**src/shared/wdog_defs.vh**
```
// Watchdog register map, field positions, reset values and feed keys.
// Assumes a 32-bit AXI4-Lite register bus with word-aligned registers.
`ifndef WDOG_DEFS_VH
`define WDOG_DEFS_VH

// Register byte offsets
`define WD_OFS_CONTROL 12'h000
`define WD_OFS_RELOAD 12'h004
`define WD_OFS_FEED1 12'h008
`define WD_OFS_FEED2 12'h00C
`define WD_OFS_SYSCFG 12'h010
`define WD_OFS_STATUS 12'h014

// Control register fields
`define WD_TAP_MSB 7
`define WD_TAP_LSB 5
`define WD_RUN_BIT 2
`define WD_TOF_BIT 1
`define WD_CONTROL_RST 8'hE4
`define WD_RELOAD_RST 8'h00

// System configuration fields (timer prescale)
`define WD_PT_HI_BIT 3
`define WD_PT_LO_BIT 2
`define WD_SYSCFG_RST 8'h00

// Feed keys
`define WD_FEED1_KEY 8'hA5
`define WD_FEED2_KEY 8'h5A

// Prescaler geometry
`define WD_PRESC_W 13
`define WD_TAP_BASE 4
`define WD_TBASE_DIV4 6'd3
`define WD_TBASE_DIV16 6'd15
`define WD_TBASE_DIV64 6'd63

// Reset request pulse length in clocks
`define WD_RST_PULSE 4'd4

`endif

```
**src/watchdog_timer.v**
```verilog
// Watchdog timer with AXI4-Lite register access and a system reset request output.
// Assumes the system reset logic re-asserts RST_N or its own domain from WDOG_RESET_REQ.
// Assumes every register field travels in byte lane 0 of the write data.
//
// Function
// - Watchdog runs after every reset; software must disable it explicitly.
// - Thirteen-bit prescaler feeds an eight-bit down-counter.
// - Prescaler advances on the shared timer base clock tick.
// - Counter decrements on a tap from prescaler stages 4 to 11; the top stage is not used.
// - Tap code 0 divides by 32, doubling up to 4096 at code 7.
// - Tick at zero signals underflow and reloads from autoload value.
// - Every autoload clears the prescaler; reload 0 to FF is accepted.
// - Counter is never written directly, only loaded from the reload value.
// - Feed is A5 to first port then 5A to second port.
// - Correct first write with wrong second value resets immediately.
// - Any other register access between feed writes causes a watchdog reset.
// - Control tap and run writes stay pending until a valid feed completes; a flag clear acts at once.
// - Reset values give a running watchdog with 4 times 4096 periods.
// - External reset sets run, clears reload, flag, prescaler, picks top tap, autoloads.
// - Underflow together with external reset leaves the timeout flag clear.
// - Underflow autoloads, sets flag, keeps settings, then resets the device.
// - Timeout flag is readable and software-clearable.
// - Control bits 7..5 tap reset ones, bit 2 run reset one, bit 1 flag.
// - Timeout is osc period times base prescale times tap divisor times reload+1.
// - Two system prescale bits pick osc/4, /16, /64; 11 reserved.
`timescale 1ns/1ps
`default_nettype none
`include "wdog_defs.vh"

module watchdog_timer #(
   // Prescaler width and reset request length in clocks
   parameter PRESC_W = `WD_PRESC_W,
   parameter [3:0] PULSE_LEN = `WD_RST_PULSE
) (
   // Clock and reset
   input wire CLK,
   input wire RST_N,
   // AXI4-Lite write address
   input wire [11:0] S_AXI_AWADDR,
   input wire [2:0] S_AXI_AWPROT,
   input wire S_AXI_AWVALID,
   output wire S_AXI_AWREADY,
   // AXI4-Lite write data
   input wire [31:0] S_AXI_WDATA,
   input wire [3:0] S_AXI_WSTRB,
   input wire S_AXI_WVALID,
   output wire S_AXI_WREADY,
   // AXI4-Lite write response
   output reg [1:0] S_AXI_BRESP,
   output reg S_AXI_BVALID,
   input wire S_AXI_BREADY,
   // AXI4-Lite read address
   input wire [11:0] S_AXI_ARADDR,
   input wire [2:0] S_AXI_ARPROT,
   input wire S_AXI_ARVALID,
   output wire S_AXI_ARREADY,
   // AXI4-Lite read data
   output reg [31:0] S_AXI_RDATA,
   output reg [1:0] S_AXI_RRESP,
   output reg S_AXI_RVALID,
   input wire S_AXI_RREADY,
   // Reset request to the system
   output reg WDOG_RESET_REQ
);
   // Reset synchroniser
   reg rst_meta_q;
   reg rst_sync_q;
   wire rst_n;

   // Only the second flop feeds the logic; the first may go metastable on release
   always @(posedge CLK or negedge RST_N) begin
      if (!RST_N) begin
         rst_meta_q <= 1'b0;
         rst_sync_q <= 1'b0;
      end else begin
         rst_meta_q <= 1'b1;
         rst_sync_q <= rst_meta_q;
      end
   end
   assign rst_n = rst_sync_q;

   // Watchdog state
   reg [2:0] tap_q;
   reg run_q;
   reg tof_q;
   reg [7:0] pend_ctrl_q;
   reg [7:0] reload_q;
   reg [1:0] tprescale_q;
   reg [PRESC_W-1:0] presc_q;
   reg [7:0] count_q;
   reg tap_prev_q;
   reg feed_armed_q;
   reg [3:0] pulse_q;

   // Bus capture state
   reg [11:0] aw_addr_q;
   reg aw_full_q;
   reg [31:0] w_data_q;
   reg [3:0] w_strb_q;
   reg w_full_q;

   wire base_tick;

   // Bus response codes
   localparam RESP_OKAY = 2'b00;
   localparam RESP_SLVERR = 2'b10;

   wdog_tick_div u_tick (
      .clk(CLK),
      .rst_n(rst_n),
      .prescale_sel(tprescale_q),
      .tick(base_tick)
   );

   // A channel is accepted only while its holding slot is empty and no response waits
   assign S_AXI_AWREADY = !aw_full_q && !S_AXI_BVALID;
   assign S_AXI_WREADY = !w_full_q && !S_AXI_BVALID;
   assign S_AXI_ARREADY = !S_AXI_RVALID;

   wire aw_take = S_AXI_AWVALID && S_AXI_AWREADY;
   wire w_take = S_AXI_WVALID && S_AXI_WREADY;
   wire ar_take = S_AXI_ARVALID && S_AXI_ARREADY;
   wire aw_have = aw_full_q || aw_take;
   wire w_have = w_full_q || w_take;
   wire wr_go = aw_have && w_have;
   wire [11:0] wr_addr = aw_full_q ? aw_addr_q : S_AXI_AWADDR;
   wire [31:0] wr_data = w_full_q ? w_data_q : S_AXI_WDATA;
   wire [3:0] wr_strb = w_full_q ? w_strb_q : S_AXI_WSTRB;
   wire wr_lane0 = wr_strb[0];
   wire [7:0] wr_byte = wr_data[7:0];

   // Write decode
   reg wr_ok;
   reg wr_ctrl;
   reg wr_reload;
   reg wr_feed1;
   reg wr_feed2;
   reg wr_syscfg;

   always @* begin
      wr_ok = 1'b1;
      wr_ctrl = 1'b0;
      wr_reload = 1'b0;
      wr_feed1 = 1'b0;
      wr_feed2 = 1'b0;
      wr_syscfg = 1'b0;
      if (wr_addr == `WD_OFS_CONTROL) begin
         wr_ctrl = wr_go && wr_lane0;
      end else if (wr_addr == `WD_OFS_RELOAD) begin
         wr_reload = wr_go && wr_lane0;
      end else if (wr_addr == `WD_OFS_FEED1) begin
         wr_feed1 = wr_go && wr_lane0;
      end else if (wr_addr == `WD_OFS_FEED2) begin
         wr_feed2 = wr_go && wr_lane0;
      end else if (wr_addr == `WD_OFS_SYSCFG) begin
         wr_syscfg = wr_go && wr_lane0;
      end else if (wr_addr == `WD_OFS_STATUS) begin
         // Status is read-only: the write is answered but changes nothing
         wr_ok = 1'b1;
      end else begin
         wr_ok = 1'b0;
      end
   end

   // Feed sequence
   // Reads count as register accesses too, so a poll between the feed writes breaks it
   wire any_access = wr_go || ar_take;
   wire feed1_good = wr_feed1 && (wr_byte == `WD_FEED1_KEY);
   wire feed_done = feed_armed_q && wr_feed2 && (wr_byte == `WD_FEED2_KEY);
   wire feed_bad_val = feed_armed_q && wr_feed2 && (wr_byte != `WD_FEED2_KEY);
   wire feed_bad_acc = feed_armed_q && any_access && !wr_feed2;
   wire feed_fail = feed_bad_val || feed_bad_acc;

   // Prescaler tap and underflow
   wire [2:0] tap_eff = feed_done ? pend_ctrl_q[`WD_TAP_MSB:`WD_TAP_LSB] : tap_q;
   wire tap_bit = presc_q[`WD_TAP_BASE + tap_q];
   // Decrement on the tap's falling edge, the carry into the next stage: a rising
   // edge would come half a divisor after a cleared prescaler and shorten the timeout
   wire tap_fall = !tap_bit && tap_prev_q;
   wire dec_tick = tap_fall && run_q;
   wire underflow = dec_tick && (count_q == 8'h00);
   wire wd_fire = underflow || feed_fail;

   // Software-written registers; control writes land in the pending copy, the flag clear acts below
   always @(posedge CLK or negedge rst_n) begin
      if (!rst_n) begin
         pend_ctrl_q <= `WD_CONTROL_RST;
         reload_q <= `WD_RELOAD_RST;
         tprescale_q <= 2'b00;
      end else begin
         if (wr_ctrl) begin
            pend_ctrl_q <= wr_byte;
         end
         if (wr_reload) begin
            reload_q <= wr_byte;
         end
         if (wr_syscfg) begin
            tprescale_q <= {wr_byte[`WD_PT_HI_BIT], wr_byte[`WD_PT_LO_BIT]};
         end
      end
   end

   // Active settings, prescaler and main counter
   always @(posedge CLK or negedge rst_n) begin
      if (!rst_n) begin
         tap_q <= 3'b111;
         run_q <= 1'b1;
         presc_q <= {PRESC_W{1'b0}};
         count_q <= `WD_RELOAD_RST;
         tap_prev_q <= 1'b0;
      end else begin
         if (feed_done) begin
            tap_q <= tap_eff;
            run_q <= pend_ctrl_q[`WD_RUN_BIT];
         end
         if (feed_done || underflow) begin
            count_q <= reload_q;
            presc_q <= {PRESC_W{1'b0}};
            tap_prev_q <= 1'b0;
         end else begin
            if (base_tick && run_q) begin
               presc_q <= presc_q + 1'b1;
            end
            tap_prev_q <= tap_bit;
            if (dec_tick) begin
               count_q <= count_q - 8'd1;
            end
         end
      end
   end

   // Feed arming: only the very next register access may complete the feed
   always @(posedge CLK or negedge rst_n) begin
      if (!rst_n) begin
         feed_armed_q <= 1'b0;
      end else if (feed_done || feed_fail) begin
         feed_armed_q <= 1'b0;
      end else if (feed1_good) begin
         feed_armed_q <= 1'b1;
      end else if (any_access) begin
         feed_armed_q <= 1'b0;
      end
   end

   // Timeout flag: external reset clears it even if an underflow lands at the same time
   always @(posedge CLK or negedge rst_n) begin
      if (!rst_n) begin
         tof_q <= 1'b0;
      end else if (underflow) begin
         // Hardware set wins over a software clear arriving the same cycle
         tof_q <= 1'b1;
      end else if (wr_ctrl && !wr_byte[`WD_TOF_BIT]) begin
         tof_q <= 1'b0;
      end
   end

   // Reset request, stretched so slow reset logic cannot miss it
   always @(posedge CLK or negedge rst_n) begin
      if (!rst_n) begin
         pulse_q <= 4'h0;
         WDOG_RESET_REQ <= 1'b0;
      end else begin
         if (wd_fire) begin
            pulse_q <= PULSE_LEN;
         end else if (pulse_q != 4'h0) begin
            pulse_q <= pulse_q - 4'd1;
         end
         WDOG_RESET_REQ <= wd_fire || (pulse_q > 4'd1);
      end
   end

   // Write channel bookkeeping and response
   always @(posedge CLK or negedge rst_n) begin
      if (!rst_n) begin
         aw_addr_q <= 12'h000;
         aw_full_q <= 1'b0;
         w_data_q <= 32'h0000_0000;
         w_strb_q <= 4'h0;
         w_full_q <= 1'b0;
         S_AXI_BVALID <= 1'b0;
         S_AXI_BRESP <= 2'b00;
      end else begin
         if (wr_go) begin
            aw_full_q <= 1'b0;
            w_full_q <= 1'b0;
            S_AXI_BVALID <= 1'b1;
            S_AXI_BRESP <= wr_ok ? RESP_OKAY : RESP_SLVERR;
         end else begin
            if (aw_take) begin
               aw_addr_q <= S_AXI_AWADDR;
               aw_full_q <= 1'b1;
            end
            if (w_take) begin
               w_data_q <= S_AXI_WDATA;
               w_strb_q <= S_AXI_WSTRB;
               w_full_q <= 1'b1;
            end
            if (S_AXI_BVALID && S_AXI_BREADY) begin
               S_AXI_BVALID <= 1'b0;
            end
         end
      end
   end

   // Read decode: control shows the active settings; the pending copy is seen in status
   reg [31:0] rd_word;
   reg rd_ok;

   always @* begin
      rd_word = 32'h0000_0000;
      rd_ok = 1'b1;
      if (S_AXI_ARADDR == `WD_OFS_CONTROL) begin
         rd_word[7:0] = {tap_q, 2'b00, run_q, tof_q, 1'b0};
      end else if (S_AXI_ARADDR == `WD_OFS_RELOAD) begin
         rd_word[7:0] = reload_q;
      end else if (S_AXI_ARADDR == `WD_OFS_FEED1) begin
         // Feed ports are write-only and read back zero
         rd_word = 32'h0000_0000;
      end else if (S_AXI_ARADDR == `WD_OFS_FEED2) begin
         rd_word = 32'h0000_0000;
      end else if (S_AXI_ARADDR == `WD_OFS_SYSCFG) begin
         rd_word[`WD_PT_HI_BIT] = tprescale_q[1];
         rd_word[`WD_PT_LO_BIT] = tprescale_q[0];
      end else if (S_AXI_ARADDR == `WD_OFS_STATUS) begin
         // Counter is observable but never writable
         rd_word[7:0] = count_q;
         rd_word[15:8] = pend_ctrl_q;
         rd_word[16] = feed_armed_q;
      end else begin
         rd_ok = 1'b0;
      end
   end

   always @(posedge CLK or negedge rst_n) begin
      if (!rst_n) begin
         S_AXI_RVALID <= 1'b0;
         S_AXI_RDATA <= 32'h0000_0000;
         S_AXI_RRESP <= 2'b00;
      end else if (ar_take) begin
         S_AXI_RVALID <= 1'b1;
         S_AXI_RDATA <= rd_word;
         S_AXI_RRESP <= rd_ok ? RESP_OKAY : RESP_SLVERR;
      end else if (S_AXI_RVALID && S_AXI_RREADY) begin
         S_AXI_RVALID <= 1'b0;
      end
   end
endmodule
`default_nettype wire

```
**src/wdog_tick_div.v**
```verilog
// Timer base clock divider: produces one-cycle enables at osc/4, /16 or /64.
// Assumes the oscillator is the module clock; code 11 is reserved and stops ticks.
`timescale 1ns/1ps
`default_nettype none
`include "wdog_defs.vh"

module wdog_tick_div (
   // Clock and reset
   input wire clk,
   input wire rst_n,
   // Control
   input wire [1:0] prescale_sel,
   // Tick out
   output reg tick
);
   reg [5:0] cnt_q;
   reg [5:0] limit;

   always @* begin
      case (prescale_sel)
         2'b00: limit = `WD_TBASE_DIV4;
         2'b01: limit = `WD_TBASE_DIV16;
         2'b10: limit = `WD_TBASE_DIV64;
         default: limit = 6'h3F;
      endcase
   end

   always @(posedge clk or negedge rst_n) begin
      if (!rst_n) begin
         cnt_q <= 6'h00;
         tick <= 1'b0;
      end else if (prescale_sel == 2'b11) begin
         // Reserved setting: hold the base clock still
         cnt_q <= 6'h00;
         tick <= 1'b0;
      end else if (cnt_q >= limit) begin
         cnt_q <= 6'h00;
         tick <= 1'b1;
      end else begin
         cnt_q <= cnt_q + 6'd1;
         tick <= 1'b0;
      end
   end
endmodule
`default_nettype wire

```
**config.mk**
```make
export PLATFORM = sky130hd
export DESIGN_NAME = watchdog_timer
export DESIGN_NICKNAME = d
export VERILOG_FILES = /design/src/watchdog_timer.v /design/src/wdog_tick_div.v
export VERILOG_INCLUDE_DIRS = /design/src /design/src/shared
export SDC_FILE = /design/constraint.sdc
export NUM_CORES = 1
export LEC_CHECK = 0
export CAP_MARGIN = 15
export CORE_MARGIN = 2
export CORE_UTILIZATION = 35
export DETAILED_ROUTE_END_ITERATION = 8
export DONT_BUFFER_PORTS = 1
export HOLD_SLACK_MARGIN = 0.1
export PLACE_DENSITY = 0.5
export SYNTH_ARGS = -nofsm -noshare
export SYNTH_HDL_FRONTEND = slang
export SYNTH_SLANG_ARGS = --single-unit
```
**constraint.sdc**
```tcl
create_clock -name CLK -period 3.7 [get_ports CLK]
set_input_delay 0.185 -clock CLK [delete_from_list [all_inputs] [get_ports CLK]]
set_output_delay 0.185 -clock CLK [all_outputs]
set_load 0.02 [all_outputs]
```
==> tab_implementation.tex <==
\begin{tabular}{lr}
\hline
Metric & Value \\
\hline
\multicolumn{2}{l}{\textbf{Run status}} \\
\quad Status & finished, final reports clean \\
\multicolumn{2}{l}{\textbf{Clocking}} \\
\quad Max Buffers Root-to-Sink & 2 \\
\quad Cell chosen for the clock root & clkbuf\_16 \\
\quad Clock H-tree levels & 3 \\
\quad Clk sinks & 103 \\
\quad Clock insertion delay at the later pin of the skew report & 0.35 ns \\
\quad Total setup buffers inserted after CTS & 0 \\
\quad CTS Hold Buffers Added & 33 \\
\quad CTS tree & yes \\
\quad Clock Pin Slew Worst Setup and Hold Paths & 0.07 ns \\
\quad Num CTS Buffers & 9 \\
\quad Count of instances resized after the clock tree is built & 0 \\
\multicolumn{2}{l}{\textbf{STA}} \\
\quad Unrepaired setup endpoints after global routing & no \\
\quad Crit share post-route & 78.8\% \\
\quad Final setup violating endpoints & 0 \\
\quad Transition time of the tightest slew-check pin & 0.890 ns \\
\quad Post-route setup TNS & 0 ns \\
\quad F\_max & 343 MHz \\
\quad Final slew viol count & 0 \\
\quad Post-Route Skew & 0.00725 ns \\
\quad Post-route worst hold slack & 0.0968 ns \\
\quad Hold violation count in the final report & 0 \\
\quad Fin crit period & 2.92 ns \\
\quad Worst slew margin relative to its limit & 40.7\% \\
\multicolumn{2}{l}{\textbf{Logic synthesis}} \\
\quad Unique cell type count in the Yosys netlist & 62 \\
\quad EDFF count, synth & 0 \\
\quad Top cells by area, synth & dfrtp\_1 (46\%), mux2\_2 (7.2\%), dfstp\_2 (4.1\%) \\
\quad Synth cell count leaders & dfrtp\_1 (95), nand2\_1 (48), nor2\_1 (41) \\
\quad Fraction of synthesis flops using an asynchronous set or reset pin & 100\% \\
\quad Post-synthesis average cell area & 10.6 µm² \\
\quad Post-synthesis register bit count & 103 \\
\quad Most repeated cell in the gate-level netlist after synthesis & dfrtp\_1 \\
\quad Warnings from Yosys & 0 \\
\quad Top cell type's share of synthesized area & 46.0\% \\
\quad Register area share after synthesis & 50.1\% \\
\quad Top\_reg\_cell synth & dfrtp\_1 \\
\quad Cell accounting for the most synthesized area & dfrtp\_1 \\
\quad Count of mapped cells out of synthesis & 488 \\
\quad Synthesized area & 5170 µm² \\
\multicolumn{2}{l}{\textbf{Finish}} \\
\quad Fillcell total & 1412 \\
\quad Post-route cell area & 5980 µm² \\
\quad Signed area change from the synthesized netlist to the final layout & 15.8\% \\
\quad Layout cells sized above 1 & 14.1\% \\
\quad Antenna diode count & 0 \\
\quad Net count of the finished layout & 604 \\
\quad Final design utilization & 41.3\% \\
\multicolumn{2}{l}{\textbf{Power and ir drop}} \\
\quad Power density over cell area & 532 nW/µm² \\
\quad Leakage power & 2.50 nW \\
\quad VDD IR max & 0.396 mV \\
\multicolumn{2}{l}{\textbf{Routing}} \\
\quad Remaining antenna violation count after routing & 0 \\
\quad Post-detailed-route DRC marker count & 0 \\
\quad Via density per instance & 5.11 \\
\quad Met3 routed wirelength & 588 µm \\
\quad Number of DRC markers in iteration 0 & 134 \\
\quad Detail-routed net length per standard cell & 15.9 µm \\
\quad Met1 wire length & 5380 µm \\
\quad Met2 routed wirelength & 5160 µm \\
\quad First-pass iteration count of the detailed router & 4 \\
\quad Top metal layer carrying routed signals & met4 \\
\quad Post-detailed-routing wire length & 11300 µm \\
\quad Number of vias after detailed routing & 3625 \\
\multicolumn{2}{l}{\textbf{Worst hold path}} \\
\quad Worst Min Path Start & S\_AXI\_WDATA[6] \\
\quad Hold-critical path depth & 2 \\
\quad Hold Path Class & input port to flop \\
\quad Hold path endpoint & reload\_q[6] \\
\multicolumn{2}{l}{\textbf{Floorplanning}} \\
\quad Die Height & 125 µm \\
\quad Total number of placement rows & 44 \\
\quad Horiz. Die Dim & 125 µm \\
\quad Placeable core region & 14500 µm² \\
\quad Die area & 15700 µm² \\
\quad Starting density of the core & 35.7\% \\
\quad I/O pins & 115 \\
\multicolumn{2}{l}{\textbf{Setup path}} \\
\quad Number of cells on the worst reg-to-reg path & 6 \\
\quad Highest fanout seen on the critical path & 14 \\
\quad Critical path endpoint category & flop \\
\quad Critical path launch point type & flop \\
\quad Origin of the critical flop-to-flop path & tap\_q[0] \\
\quad Worst Path Class, Setup & flop to flop \\
\quad Endpoint of the most critical register-to-register path & count\_q[6] \\
\quad Arrival @ worst endpoint & 3.19 ns \\
\quad Register-to-register setup slack & 0.78 ns \\
\quad Critical Path RT & 3.97 ns \\
\multicolumn{2}{l}{\textbf{Job}} \\
\quad Number of maximum-capacitance constraint violations & 0 \\
\multicolumn{2}{l}{\textbf{Global route}} \\
\quad Vias in the first global route & 3807 \\
\quad Total overflow reported by the global router & 0 \\
\quad Global-route wire length before repair & 19300 µm \\
\quad Largest net degree at the start of global routing & 68 \\
\quad Total track usage & 15.3\% \\
\quad Number of antenna violations at the first check in global routing & 0 \\
\multicolumn{2}{l}{\textbf{Placement}} \\
\quad Number of port buffers & 0 \\
\quad Dpl hpwl & 7970 µm \\
\quad Final weighted congestion in routability-driven placement & 0.841 \\
\quad Placement Cell Area & 5310 µm² \\
\hline
\end{tabular}
[per-stage QoR]
| stage | instances | worst slack (ns) | total power [mW] |
|---|---|---|---|
| final | 710 | 0.785 | 3.19 |
| after floorplan | 504 | 0.632 | 1.95 |
| after CTS | 710 | 0.786 | 3.24 |
| after global placement | 661 | 0.833 | 2.06 |
| after global routing | 710 | 0.616 | 3.38 |
| after detailed placement | 661 | 0.814 | 2.09 |
[logic make-up (layout without fill, tap and decap cells)]
| group | count (synthesis) | after routing | synth area share [%] |
|---|---|---|---|
| xor+xnor | 17 | 17 | 2.88 |
| compound gates | 94 | 94 | 12.6 |
| other cells | 2 | 18 | 0.145 |
| simple gates | 159 | 159 | 15.3 |
| buf+inv | 52 | 74 | 5.28 |
| mux | 51 | 51 | 11.4 |
| flops | 103 | 103 | 50.1 |
| fa+ha+maj | 10 | 10 | 2.42 |
[cell usage in the layout (no fill, tap or decap), types with 12 or more instances in the layout]
| cell | synthesis | final |
|---|---|---|
| dfrtp_1 | 95 | 94 |
| nand2_1 | 48 | 48 |
| nor2_1 | 41 | 41 |
| mux2_2 | 33 | 33 |
| dlygate4sd3_1 | 0 | 33 |
| o21ai_0 | 31 | 31 |
| inv_1 | 18 | 18 |
| conb_1 | 2 | 18 |
| mux2i_1 | 14 | 14 |
| a21oi_1 | 12 | 12 |
[sequential cells by signal (all words and copies together) (netlist names), 3 cells and up]
name          count
S_AXI_RDATA      17
aw_addr_q        12
count_q           8
pend_ctrl_q       8
presc_q          12
pulse_q           4
reload_q          8
tap_q             3
u_tick.cnt_q      6
w_data_q          8
[per-layer routing]
layer  GRT usage [%]  vias up
met5               0        -
met4            4.71        0
met3            4.54       17
met2            24.4       82
met1            20.0     1745
li1                -     1781
[cell type report]
cell class                      instances  area [µm²]  share of cell area (%)
Sequential cell                       103        2590                    43.3
Tap cell                              184         230                    3.85
Clock buffer                           10         239                    3.99
Multi-Input combinational cell        349        2370                    39.5
Clock inverter                          6         108                    1.80
Timing Repair Buffer                   40         383                    6.40
Inverter                               18        67.6                    1.13
[worst max-delay path, stage by stage (launching register included)]
cell and delay [ns]:
dfstp_2 0.60, mux2_2 0.35, mux4_2 0.63, nor3_2 0.48
a41o_1 0.37, buf_4 0.27, o2bb2ai_1 0.13
[how the worst max path moves through the flow]
stage                          end      from  cells after the start  slack, ns
floorplan           S_AXI_BRESP[1]     rst_n                      0       0.63
global placement        count_q[6]  tap_q[0]                      6       0.83
detailed placement      count_q[6]  tap_q[0]                      6       0.81
CTS                     count_q[6]  tap_q[0]                      6       0.79
global route            count_q[6]  tap_q[0]                      6       0.62
finish                  count_q[6]  tap_q[0]                      6       0.78
[power by group]
part / total (mW) / switching, mW / leakage [nW] / internal, mW
Clock: 1.09 / 0.416 / 0.168 / 0.677
Combinational: 0.631 / 0.325 / 1.11 / 0.306
Sequential: 1.46 / 0.165 / 1.22 / 1.30
Power figures use the tool's default switching activity.
